### src/rtl/eppr_pkg.sv
// Shared constants and types of the page permission restriction engine.
// Assumes one core clock domain; no other file defines these names.
package eppr_pkg;

  // ************************************************************
  // Leaf selection and privilege
  // ************************************************************
  localparam int          LEAF_W             = 32;
  localparam logic [31:0] RESTRICT_LEAF_CODE = 32'h0000_000E;
  localparam int          CPL_W              = 2;
  localparam logic [1:0]  KERNEL_CPL         = 2'h0;

  // ************************************************************
  // Alignment and descriptor layout
  // ************************************************************
  localparam int DESC_ALIGN_BITS = 6;
  localparam int PAGE_ALIGN_BITS = 12;
  localparam int DESC_W          = 512;
  localparam int FLAG_R_POS      = 0;
  localparam int FLAG_W_POS      = 1;
  localparam int FLAG_X_POS      = 2;
  localparam int DESC_RSVD_LSB   = 16;

  // ************************************************************
  // Page metadata
  // ************************************************************
  localparam int         PAGE_TYPE_W       = 8;
  localparam logic [7:0] REGULAR_PAGE_TYPE = 8'h01;
  localparam int         RWX_W             = 3;

  // Bit positions of the leaf activity vector for the target page.
  localparam int LEAF_VEC_W         = 9;
  localparam int LV_ACCEPT_CHANGE   = 0;
  localparam int LV_ACCEPT_COPY     = 1;
  localparam int LV_EXTEND_PERM     = 2;
  localparam int LV_RESTRICT_PERM   = 3;
  localparam int LV_CHANGE_TYPE     = 4;
  localparam int LV_ADD_PAGE        = 5;
  localparam int LV_MEASURE_EXTEND  = 6;
  localparam int LV_INITIALIZE      = 7;
  localparam int LV_TRACK           = 8;
  localparam logic [8:0] EXCLUSIVE_LEAF_MASK = 9'h01F;

  // ************************************************************
  // Result register codes
  // ************************************************************
  localparam int          RESULT_W                 = 64;
  localparam logic [63:0] RESULT_OK                = 64'h0000_0000_0000_0000;
  localparam logic [63:0] PAGE_NOT_MODIFIABLE_CODE = 64'h0000_0000_0000_0001;
  localparam logic [63:0] PAGE_CONFLICT_CODE       = 64'h0000_0000_0000_0002;

  // ************************************************************
  // Sequencer states and outcomes
  // ************************************************************
  typedef enum logic [2:0] {
    ST_IDLE   = 3'b000,
    ST_DESC   = 3'b001,
    ST_META   = 3'b010,
    ST_OWNER  = 3'b011,
    ST_MARK   = 3'b100,
    ST_UPDATE = 3'b101
  } eppr_state_t;

  typedef enum logic [2:0] {
    OUT_NONE     = 3'b000,
    OUT_OK       = 3'b001,
    OUT_GP       = 3'b010,
    OUT_PF       = 3'b011,
    OUT_CONFLICT = 3'b100,
    OUT_NOTMOD   = 3'b101
  } eppr_outcome_t;

endpackage : eppr_pkg

### src/rtl/eppr_rst_sync.sv
// Reset release synchroniser for the core clock domain.
// Assumes an active low asynchronous reset at its input.
`timescale 1ns/1ps
`default_nettype none
module eppr_rst_sync (
  input  wire logic clk_i,
  input  wire logic rstn_i,
  output logic      rstn_o
);

  // ************************************************************
  // Two flip-flop release chain
  // ************************************************************
  logic stage1;

  always_ff @(posedge clk_i or negedge rstn_i) begin
    if (!rstn_i) begin
      stage1 <= 1'b0;
      rstn_o <= 1'b0;
    end else begin
      stage1 <= 1'b1;
      rstn_o <= stage1;
    end
  end

endmodule : eppr_rst_sync
`default_nettype wire

### src/rtl/eppr_desc_check.sv
// Consistency check of a security info descriptor copy.
// Assumes the whole descriptor arrives as one word.
`timescale 1ns/1ps
`default_nettype none
module eppr_desc_check
  import eppr_pkg::*;
(
  input  wire logic [DESC_W-1:0] desc_i,
  output logic                   bad_o,
  output logic [RWX_W-1:0]       rwx_o
);

  // ************************************************************
  // Reserved fields and the write without read case
  // ************************************************************
  logic rsvd_set;

  assign rsvd_set = |desc_i[DESC_W-1:DESC_RSVD_LSB];
  assign rwx_o    = {desc_i[FLAG_X_POS], desc_i[FLAG_W_POS], desc_i[FLAG_R_POS]};
  assign bad_o    = rsvd_set || (!desc_i[FLAG_R_POS] && desc_i[FLAG_W_POS]);

endmodule : eppr_desc_check
`default_nettype wire

### src/rtl/eppr_top.sv
// Sequencer of the restrict permission leaf for one protected page.
// Assumes synchronous memory and metadata responses on the core clock.
//
// What this block does
// - Descriptor address not 64-byte aligned faults
// - Page address not 4K aligned faults
// - Page outside protected cache gives page fault
// - Reserved descriptor bits or W without R fault
// - Other leaf accessing base gives protection fault
// - Invalid metadata entry gives page fault
// - Busy second-generation leaf returns conflict code
// - Pending or modified page returns not-modifiable code
// - Non-regular page type gives page fault
// - Uninitialized owner structure gives protection fault
// - Set restriction bit before permission update
// - New rights are old rights AND mask
// - Success clears zero flag, result zero
// - Every non-faulting completion clears arithmetic flags
// - Shared base access, base conflict faults
// - Exclusive against modify leaves, concurrent otherwise
// - Descriptor read non-enclave, page enclave read/write
// - Runs only at privilege level zero
`timescale 1ns/1ps
`default_nettype none
module eppr_top
  import eppr_pkg::*;
#(
  parameter int ADDR_W = 64
) (
  input  wire logic                  core_clk_i,
  input  wire logic                  rstn_i,
  input  wire logic                  start_i,
  input  wire logic [LEAF_W-1:0]     leaf_code_i,
  input  wire logic [CPL_W-1:0]      cpl_i,
  input  wire logic [ADDR_W-1:0]     desc_addr_i,
  input  wire logic [ADDR_W-1:0]     page_addr_i,
  input  wire logic                  epc_hit_i,
  input  wire logic                  base_conflict_i,
  input  wire logic [LEAF_VEC_W-1:0] page_leaf_busy_i,
  input  wire logic                  desc_rsp_i,
  input  wire logic [DESC_W-1:0]     desc_data_i,
  input  wire logic                  meta_rsp_i,
  input  wire logic                  meta_entry_valid_i,
  input  wire logic                  meta_pending_i,
  input  wire logic                  meta_modified_i,
  input  wire logic [PAGE_TYPE_W-1:0] meta_type_i,
  input  wire logic [RWX_W-1:0]      meta_rwx_i,
  input  wire logic                  owner_rsp_i,
  input  wire logic                  owner_init_i,
  output logic                       busy_o,
  output logic                       desc_rd_req_o,
  output logic [ADDR_W-1:0]          desc_rd_addr_o,
  output logic                       desc_rd_nonenclave_o,
  output logic                       meta_rd_req_o,
  output logic [ADDR_W-1:0]          page_addr_o,
  output logic                       page_enclave_rw_o,
  output logic                       owner_rd_req_o,
  output logic                       meta_wr_pr_o,
  output logic                       meta_wr_rwx_o,
  output logic [RWX_W-1:0]           meta_wr_rwx_val_o,
  output logic                       done_o,
  output logic                       gp_fault_o,
  output logic                       page_fault_o,
  output logic [ADDR_W-1:0]          fault_addr_o,
  output logic [RESULT_W-1:0]        result_o,
  output logic                       zf_o,
  output logic                       cf_o,
  output logic                       pf_o,
  output logic                       af_o,
  output logic                       of_o,
  output logic                       sf_o
);

  // ************************************************************
  // Reset and helpers
  // ************************************************************
  logic rst_n;

  eppr_rst_sync u_rst_sync (
    .clk_i  (core_clk_i),
    .rstn_i (rstn_i),
    .rstn_o (rst_n)
  );

  function automatic logic is_aligned(input logic [ADDR_W-1:0] addr, input int bits);
    logic [ADDR_W-1:0] mask;
    mask = (ADDR_W'(1) << bits) - ADDR_W'(1);
    return (addr & mask) == '0;
  endfunction : is_aligned

  logic             desc_bad;
  logic [RWX_W-1:0] desc_rwx;

  eppr_desc_check u_desc_check (
    .desc_i (desc_data_i),
    .bad_o  (desc_bad),
    .rwx_o  (desc_rwx)
  );

  // ************************************************************
  // Check sequencing
  // ************************************************************
  eppr_state_t   state;
  eppr_state_t   next_state;
  eppr_outcome_t next_outcome;
  logic          next_desc_req;
  logic          next_meta_req;
  logic          next_owner_req;
  logic          next_wr_pr;
  logic          next_wr_rwx;
  logic          take;
  logic          excl_busy;
  logic [RWX_W-1:0] mask_rwx;
  logic [RWX_W-1:0] cur_rwx;

  assign take      = start_i && (leaf_code_i == RESTRICT_LEAF_CODE);
  assign excl_busy = |(page_leaf_busy_i & EXCLUSIVE_LEAF_MASK);

  always_comb begin
    next_state     = state;
    next_outcome   = OUT_NONE;
    next_desc_req  = 1'b0;
    next_meta_req  = 1'b0;
    next_owner_req = 1'b0;
    next_wr_pr     = 1'b0;
    next_wr_rwx    = 1'b0;
    unique case (state)
      ST_IDLE: begin
        if (take) begin
          if (cpl_i != KERNEL_CPL) begin
            next_outcome = OUT_GP;
          end else if (!is_aligned(desc_addr_i, DESC_ALIGN_BITS)) begin
            next_outcome = OUT_GP;
          end else if (!is_aligned(page_addr_i, PAGE_ALIGN_BITS)) begin
            next_outcome = OUT_GP;
          end else if (!epc_hit_i) begin
            next_outcome = OUT_PF;
          end else begin
            next_desc_req = 1'b1;
            next_state    = ST_DESC;
          end
        end
      end
      ST_DESC: begin
        if (desc_rsp_i) begin
          if (desc_bad) begin
            next_outcome = OUT_GP;
            next_state   = ST_IDLE;
          end else if (base_conflict_i) begin
            next_outcome = OUT_GP;
            next_state   = ST_IDLE;
          end else begin
            next_meta_req = 1'b1;
            next_state    = ST_META;
          end
        end
      end
      ST_META: begin
        if (meta_rsp_i) begin
          next_state = ST_IDLE;
          if (!meta_entry_valid_i) begin
            next_outcome = OUT_PF;
          end else if (excl_busy) begin
            next_outcome = OUT_CONFLICT;
          end else if (meta_pending_i || meta_modified_i) begin
            next_outcome = OUT_NOTMOD;
          end else if (meta_type_i != REGULAR_PAGE_TYPE) begin
            next_outcome = OUT_PF;
          end else begin
            next_owner_req = 1'b1;
            next_state     = ST_OWNER;
          end
        end
      end
      ST_OWNER: begin
        if (owner_rsp_i) begin
          if (!owner_init_i) begin
            next_outcome = OUT_GP;
            next_state   = ST_IDLE;
          end else begin
            next_wr_pr = 1'b1;
            next_state = ST_MARK;
          end
        end
      end
      ST_MARK: begin
        next_wr_rwx = 1'b1;
        next_state  = ST_UPDATE;
      end
      ST_UPDATE: begin
        next_outcome = OUT_OK;
        next_state   = ST_IDLE;
      end
      default: begin
        next_state = ST_IDLE;
      end
    endcase
  end

  always_ff @(posedge core_clk_i or negedge rst_n) begin
    if (!rst_n) begin
      state <= ST_IDLE;
    end else begin
      state <= next_state;
    end
  end

  // ************************************************************
  // Memory and metadata requests
  // ************************************************************
  always_ff @(posedge core_clk_i or negedge rst_n) begin
    if (!rst_n) begin
      desc_rd_req_o        <= 1'b0;
      meta_rd_req_o        <= 1'b0;
      owner_rd_req_o       <= 1'b0;
      meta_wr_pr_o         <= 1'b0;
      meta_wr_rwx_o        <= 1'b0;
      desc_rd_nonenclave_o <= 1'b0;
      page_enclave_rw_o    <= 1'b0;
    end else begin
      desc_rd_req_o        <= next_desc_req;
      meta_rd_req_o        <= next_meta_req;
      owner_rd_req_o       <= next_owner_req;
      meta_wr_pr_o         <= next_wr_pr;
      meta_wr_rwx_o        <= next_wr_rwx;
      desc_rd_nonenclave_o <= next_desc_req;
      page_enclave_rw_o    <= next_meta_req || next_wr_pr || next_wr_rwx;
    end
  end

  always_ff @(posedge core_clk_i or negedge rst_n) begin
    if (!rst_n) begin
      desc_rd_addr_o <= '0;
      page_addr_o    <= '0;
    end else if ((state == ST_IDLE) && take) begin
      desc_rd_addr_o <= desc_addr_i;
      page_addr_o    <= page_addr_i;
    end
  end

  // ************************************************************
  // Scratch mask and permission merge
  // ************************************************************
  always_ff @(posedge core_clk_i or negedge rst_n) begin
    if (!rst_n) begin
      mask_rwx <= '0;
    end else if ((state == ST_DESC) && desc_rsp_i) begin
      mask_rwx <= desc_rwx;
    end
  end

  always_ff @(posedge core_clk_i or negedge rst_n) begin
    if (!rst_n) begin
      cur_rwx <= '0;
    end else if ((state == ST_META) && meta_rsp_i) begin
      cur_rwx <= meta_rwx_i;
    end
  end

  always_ff @(posedge core_clk_i or negedge rst_n) begin
    if (!rst_n) begin
      meta_wr_rwx_val_o <= '0;
    end else if (next_wr_rwx) begin
      meta_wr_rwx_val_o <= cur_rwx & mask_rwx;
    end
  end

  // ************************************************************
  // Completion, faults, result and flags
  // ************************************************************
  logic next_finish;
  logic next_report;

  assign next_finish = (next_outcome != OUT_NONE);
  assign next_report = (next_outcome == OUT_OK) || (next_outcome == OUT_CONFLICT) ||
                       (next_outcome == OUT_NOTMOD);

  always_ff @(posedge core_clk_i or negedge rst_n) begin
    if (!rst_n) begin
      done_o       <= 1'b0;
      gp_fault_o   <= 1'b0;
      page_fault_o <= 1'b0;
    end else begin
      done_o       <= next_finish;
      gp_fault_o   <= (next_outcome == OUT_GP);
      page_fault_o <= (next_outcome == OUT_PF);
    end
  end

  always_ff @(posedge core_clk_i or negedge rst_n) begin
    if (!rst_n) begin
      busy_o <= 1'b0;
    end else begin
      busy_o <= (next_state != ST_IDLE);
    end
  end

  always_ff @(posedge core_clk_i or negedge rst_n) begin
    if (!rst_n) begin
      fault_addr_o <= '0;
    end else if (next_outcome == OUT_PF) begin
      fault_addr_o <= (state == ST_IDLE) ? page_addr_i : page_addr_o;
    end
  end

  always_ff @(posedge core_clk_i or negedge rst_n) begin
    if (!rst_n) begin
      result_o <= RESULT_OK;
      zf_o     <= 1'b0;
    end else if (next_report) begin
      unique case (next_outcome)
        OUT_CONFLICT: begin
          result_o <= PAGE_CONFLICT_CODE;
          zf_o     <= 1'b1;
        end
        OUT_NOTMOD: begin
          result_o <= PAGE_NOT_MODIFIABLE_CODE;
          zf_o     <= 1'b1;
        end
        default: begin
          result_o <= RESULT_OK;
          zf_o     <= 1'b0;
        end
      endcase
    end
  end

  always_ff @(posedge core_clk_i or negedge rst_n) begin
    if (!rst_n) begin
      cf_o <= 1'b0;
      pf_o <= 1'b0;
      af_o <= 1'b0;
      of_o <= 1'b0;
      sf_o <= 1'b0;
    end else if (next_report) begin
      cf_o <= 1'b0;
      pf_o <= 1'b0;
      af_o <= 1'b0;
      of_o <= 1'b0;
      sf_o <= 1'b0;
    end
  end

  // ************************************************************
  // Checks
  // ************************************************************
  logic idle_take;

  assign idle_take = (state == ST_IDLE) && take && (cpl_i == KERNEL_CPL);

  chk_desc_align: assert property (
    @(posedge core_clk_i) disable iff (!rst_n)
    idle_take && !is_aligned(desc_addr_i, DESC_ALIGN_BITS)
      |=> done_o && gp_fault_o && !desc_rd_req_o)
    else $error("misaligned descriptor did not fault");

  chk_page_align: assert property (
    @(posedge core_clk_i) disable iff (!rst_n)
    idle_take && is_aligned(desc_addr_i, DESC_ALIGN_BITS)
      && !is_aligned(page_addr_i, PAGE_ALIGN_BITS)
      |=> done_o && gp_fault_o)
    else $error("misaligned page did not fault");

  chk_epc_miss: assert property (
    @(posedge core_clk_i) disable iff (!rst_n)
    idle_take && is_aligned(desc_addr_i, DESC_ALIGN_BITS)
      && is_aligned(page_addr_i, PAGE_ALIGN_BITS) && !epc_hit_i
      |=> done_o && page_fault_o && (fault_addr_o == $past(page_addr_i)))
    else $error("non-resident page did not page fault");

  chk_desc_bad: assert property (
    @(posedge core_clk_i) disable iff (!rst_n)
    (state == ST_DESC) && desc_rsp_i && desc_bad |=> gp_fault_o && !meta_rd_req_o)
    else $error("bad descriptor did not fault");

  chk_meta_invalid: assert property (
    @(posedge core_clk_i) disable iff (!rst_n)
    (state == ST_META) && meta_rsp_i && !meta_entry_valid_i |=> page_fault_o && done_o)
    else $error("invalid entry did not page fault");

  chk_conflict_code: assert property (
    @(posedge core_clk_i) disable iff (!rst_n)
    (state == ST_META) && meta_rsp_i && meta_entry_valid_i && excl_busy
      |=> done_o && zf_o && (result_o == PAGE_CONFLICT_CODE) && !owner_rd_req_o)
    else $error("page conflict not reported");

  chk_notmod_code: assert property (
    @(posedge core_clk_i) disable iff (!rst_n)
    (state == ST_META) && meta_rsp_i && meta_entry_valid_i && !excl_busy
      && (meta_pending_i || meta_modified_i)
      |=> zf_o && (result_o == PAGE_NOT_MODIFIABLE_CODE) ##1 !meta_wr_pr_o)
    else $error("not modifiable page not reported");

  chk_mark_first: assert property (
    @(posedge core_clk_i) disable iff (!rst_n)
    meta_wr_pr_o |=> meta_wr_rwx_o ##1 done_o && !zf_o && (result_o == RESULT_OK))
    else $error("restriction mark not followed by update and success");

  chk_rights_and: assert property (
    @(posedge core_clk_i) disable iff (!rst_n)
    meta_wr_rwx_o |-> $past(meta_wr_pr_o)
      && ((meta_wr_rwx_val_o & ~cur_rwx) == '0) && ((meta_wr_rwx_val_o & ~mask_rwx) == '0))
    else $error("rights update not masked or not preceded by mark");

  chk_flags_clear: assert property (
    @(posedge core_clk_i) disable iff (!rst_n)
    done_o && !gp_fault_o && !page_fault_o |-> !(cf_o || pf_o || af_o || of_o || sf_o))
    else $error("arithmetic flags not cleared");

endmodule : eppr_top
`default_nettype wire

### config.mk
export PLATFORM = sky130hd
export DESIGN_NAME = eppr_top
export DESIGN_NICKNAME = d
export VERILOG_FILES = /design/src/rtl/eppr_pkg.sv /design/src/rtl/eppr_rst_sync.sv /design/src/rtl/eppr_desc_check.sv /design/src/rtl/eppr_top.sv
export SDC_FILE = /design/constraint.sdc
export NUM_CORES = 1
export LEC_CHECK = 0
export BUFFER_PORTS_ARGS = -buffer_cell sky130_fd_sc_hd__buf_4
export CAP_MARGIN = 10
export CORE_AREA = 2 2 383 385
export DETAILED_ROUTE_END_ITERATION = 6
export DIE_AREA = 0 0 385 387
export GPL_TIMING_DRIVEN = 0
export HOLD_SLACK_MARGIN = 0.02
export PLACE_DENSITY_LB_ADDON = 0.12
export RECOVER_POWER = 50
export SLEW_MARGIN = 30
export SYNTH_ARGS = -nofsm -noshare
export SYNTH_HDL_FRONTEND = slang
export SYNTH_SLANG_ARGS = --single-unit
### constraint.sdc
create_clock -name core_clk_i -period 14 [get_ports core_clk_i]
set_input_delay 2.8 -clock core_clk_i [delete_from_list [all_inputs] [get_ports core_clk_i]]
set_output_delay 2.8 -clock core_clk_i [all_outputs]
set_load 0.02 [all_outputs]
==> results.py <==
metrics = {
    "sta": {
        "finClkSkew_ns": 0.02944,
        "report.final.hold_viol_count": 0,
        "final_period_minus_worst_setup_slack_ns": 7.982,
        "rsz_0062_raised_after_global_routing": "no",
        "finalHoldWorstSlack_ns": 0.3470,
        "timing.slew.headroom_pct": -61.09,
        "fin_crit_sh_pct": 57.02,
        "setup_violations": 0,
        "worst_slew_pin_slew_ns": 2.416,
        "max_clock_freq_ghz": 0.1253,
        "setup_total_negative_slack_ns": 0,
        "finalMaxSlewViolations": 183,
    },
    "floorplan": {
        "dieArea_um2": 149000,
        "core_area_um2": 144900,
        "die_h_um": 387,
        "number_of_placement_rows": 140,
        "die-width_um": 385,
        "start_util_pct": 7.337,
        "pin_count": 982,
    },
    "hold_path": {
        "timing.hold.worst.class": "flop to flop",
        "hold_end": "u_rst_sync.rstn_o",
        "hold_path_startpoint": "u_rst_sync.stage1",
        "min_delay_path_depth": 0,
    },
    "setup_path": {
        "arrival_ns": 8.33,
        "worstPathRequired_ns": 14.34,
        "reg2reg_setup_slack_ns": 6.02,
        "worst-r2r-cell-count": 4,
        "timing.setup.critical_path_class": "flop to async pin",
        "timing.rr.end": "desc_rd_addr_o[2]",
        "worstReg2RegStart": "u_rst_sync.rstn_o",
        "cp-start-kind": "flop",
        "worst_setup_end_kind": "async pin",
        "critical_path.max_fanout": 38,
    },
    "final_layout": {
        "finalCoreUtilization_pct": 14.46,
        "layout.cells.most_common_list": "sky130_fd_sc_hd__buf_4 (878), sky130_fd_sc_hd__nand2_1 (399), sky130_fd_sc_hd__dfrtp_1 (219)",
        "areaGrowthSynthToFinish_pct": 97.04,
        "nets": 2898,
        "layout.cells.most_common": "sky130_fd_sc_hd__buf_4",
        "final.fill_count": 16630,
        "layout_cell_share_with_drive_strength_beyond_1_pct": 44.63,
        "finalInstanceArea_um2": 20940,
    },
    "logic_synthesis": {
        "synth_enable_flop_cells": 0,
        "yosysWarnings": 0,
        "netlist-cell-type-count": 35,
        "syn_area_um2": 10630,
        "seq_area_frac_synth_pct": 51.56,
        "syn-instance-count": 1184,
        "postSynthAreaPerCell_um2": 8.977,
        "synthArstFlopShare_pct": 100.0,
        "yosys_most_used_dff": "sky130_fd_sc_hd__dfrtp_1",
        "postSynthRegisterBits": 219,
    },
    "detailed_routing": {
        "detail_route.wl_per_cell_um": 20.51,
        "route.vias.total": 12350,
        "first_pass_iters": 4,
        "drcViolationCount": 0,
        "detail_route.vias_per_cell": 2.985,
        "routed_wl_um": 84850,
        "drtAntennaViolNets": 0,
        "drt_first_iter_violations": 392,
    },
    "cts": {
        "post_cts.resized_instances": 0,
        "cts_root_buffer": "sky130_fd_sc_hd__clkbuf_16",
        "cts.hold.buffers_added": 0,
        "cts_made_buffers": 34,
        "clock_tree.htree_level_count": 2,
        "tritoncts": "yes",
        "clock_latency_ns": 0.57,
        "clkTransAtPathRegs_ns": 0.05,
        "post-cts-setup-buffers": 0,
        "clockBufferDepth": 3,
        "numClockSinks": 219,
    },
    "placement": {
        "place_area_um2": 20280,
        "dpl.hpwl_um": 73290,
        "gp_routability_congestion": 0.8272,
        "numPortBuffers": 897,
    },
    "grt": {
        "grt_pass1_wl_um": 112400,
        "grt_start_max_net_pins": 41,
        "globalRouteTotalUtil_pct": 10.92,
        "first_global_vias": 13340,
        "grt_overflow": 0,
        "grt_antenna_before_repair": 19,
    },
    "pwr": {
        "pwr_density_cell_nw_per_um2": 86.44,
        "p_leak_nw": 10.53,
        "report.power.total_w": 0.001810,
        "vdd.ir_drop.worst_v": 0.00005870,
    },
    "outcome": {
        "failed_checks": "max-capacitance violations, max-slew violations",
        "run_status": "finished, violations left",
    },
    "flow_run": {
        "drv.max_cap_violation_count": 5,
    },
}
where the power goes:
| part | leakage [nW] | switching [W] | total [W] | internal (W) |
|---|---|---|---|---|
| logic | 6.93 | 0.000119 | 0.000282 | 0.000163 |
| clock network | 0.551 | 0.000355 | 0.000884 | 0.000529 |
| registers | 3.05 | 0.00000488 | 0.000645 | 0.000640 |
| total | 10.5 | 0.000479 | 0.00181 | 0.00133 |
metrics by stage:
step / cells / setup slack, ns
6_report: 4138 / 6.018
5_1_grt: 4136 / 4.315
4_1_cts: 4131 / 8.013
3_5_place_dp: 4073 / 7.383
3_3_place_gp: 4064 / 2.351
2_1_floorplan: 1250 / 7.445
cells in the mapped netlist, types with 2 or more instances:
library cell	n	area share, %
sky130_fd_sc_hd__a21oi_1	47	2.2
sky130_fd_sc_hd__a21oi_2	19	1.6
sky130_fd_sc_hd__buf_2	5	0.24
sky130_fd_sc_hd__buf_4	74	5.2
sky130_fd_sc_hd__buf_6	6	0.64
sky130_fd_sc_hd__clkbuf_1	35	1.2
sky130_fd_sc_hd__conb_1	2	0.071
sky130_fd_sc_hd__dfrtp_1	219	52
sky130_fd_sc_hd__inv_1	6	0.21
sky130_fd_sc_hd__mux2_2	6	0.64
sky130_fd_sc_hd__mux2i_1	65	6.1
sky130_fd_sc_hd__nand2_1	399	14
sky130_fd_sc_hd__nand2b_1	2	0.12
sky130_fd_sc_hd__nand3_1	4	0.19
sky130_fd_sc_hd__nand4_1	37	2.2
sky130_fd_sc_hd__nor2_1	73	2.6
sky130_fd_sc_hd__nor3_1	9	0.42
sky130_fd_sc_hd__nor4_1	143	8.4
sky130_fd_sc_hd__nor4b_1	3	0.25
sky130_fd_sc_hd__nor4bb_1	2	0.19
sky130_fd_sc_hd__o21ai_0	9	0.42
sky130_fd_sc_hd__or2_2	2	0.12
sky130_fd_sc_hd__or3_1	5	0.29
cell type report:
class	count	area, µm²	share of cell area (%)
diodes	7	17.52	0.08364
plain buffers	120	782.0	3.734
clock buffers	49	1027	4.905
clock inverters	9	101.3	0.4839
inverters	6	22.52	0.1075
multi-input cells	905	4644	22.18
flip-flops and latches	219	5480	26.17
well taps	1917	2399	11.45
repair buffers	906	6470	30.89
kinds of logic (layout without fill, tap and decap cells):
kind of cell	after synthesis	after routing	share of synthesized area (%)
and+or+nand+nor	685	685	29.33
buffers and inverters	126	1090	7.546
other	2	75	0.07066
muxes	71	71	6.757
AOI/OAI and AO/OA	81	81	4.732
DFF	219	219	51.56
worst max-delay path, cell delays in order, from the launching register on:
cell                       delay [ns]
sky130_fd_sc_hd__dfrtp_1         1.14
sky130_fd_sc_hd__clkbuf_1        1.69
sky130_fd_sc_hd__clkbuf_1        1.72
sky130_fd_sc_hd__clkbuf_1        1.74
sky130_fd_sc_hd__clkbuf_1        1.35
worst max path at each step:
stage	start	to	slack [ns]	depth (start not counted)
final	u_rst_sync.rstn_o	desc_rd_addr_o[2]	6.02	4
after global placement	u_rst_sync.rstn_o	fault_addr_o[54]	2.35	0
after floorplan	u_rst_sync.rstn_o	busy_o	7.45	0
after global routing	u_rst_sync.rstn_o	desc_rd_addr_o[2]	4.32	4
after detailed placement	leaf_code_i[28]	desc_rd_addr_o[63]	7.38	9
after CTS	leaf_code_i[28]	desc_rd_addr_o[63]	8.01	9
flip-flops by register name, indices dropped and copies added, names as in the netlist, 2 cells and up:
signal	count
page_addr_o	64
result_o	2
state	3
mask_rwx	3
cur_rwx	3
desc_rd_addr_o	64
fault_addr_o	64
meta_wr_rwx_val_o	3
layer usage:
layer | vias to the layer above | part of all wire (%) | track usage [%]
met1 | 5713 | 42 | 13.23
li1 | 5998 | - | -
met5 | - | 0.097 | 0
met2 | 542 | 47 | 18.28
met3 | 88 | 8.3 | 3.843
met4 | 12 | 2.2 | 2.642
Note: power is estimated with default switching activity, not from simulation.
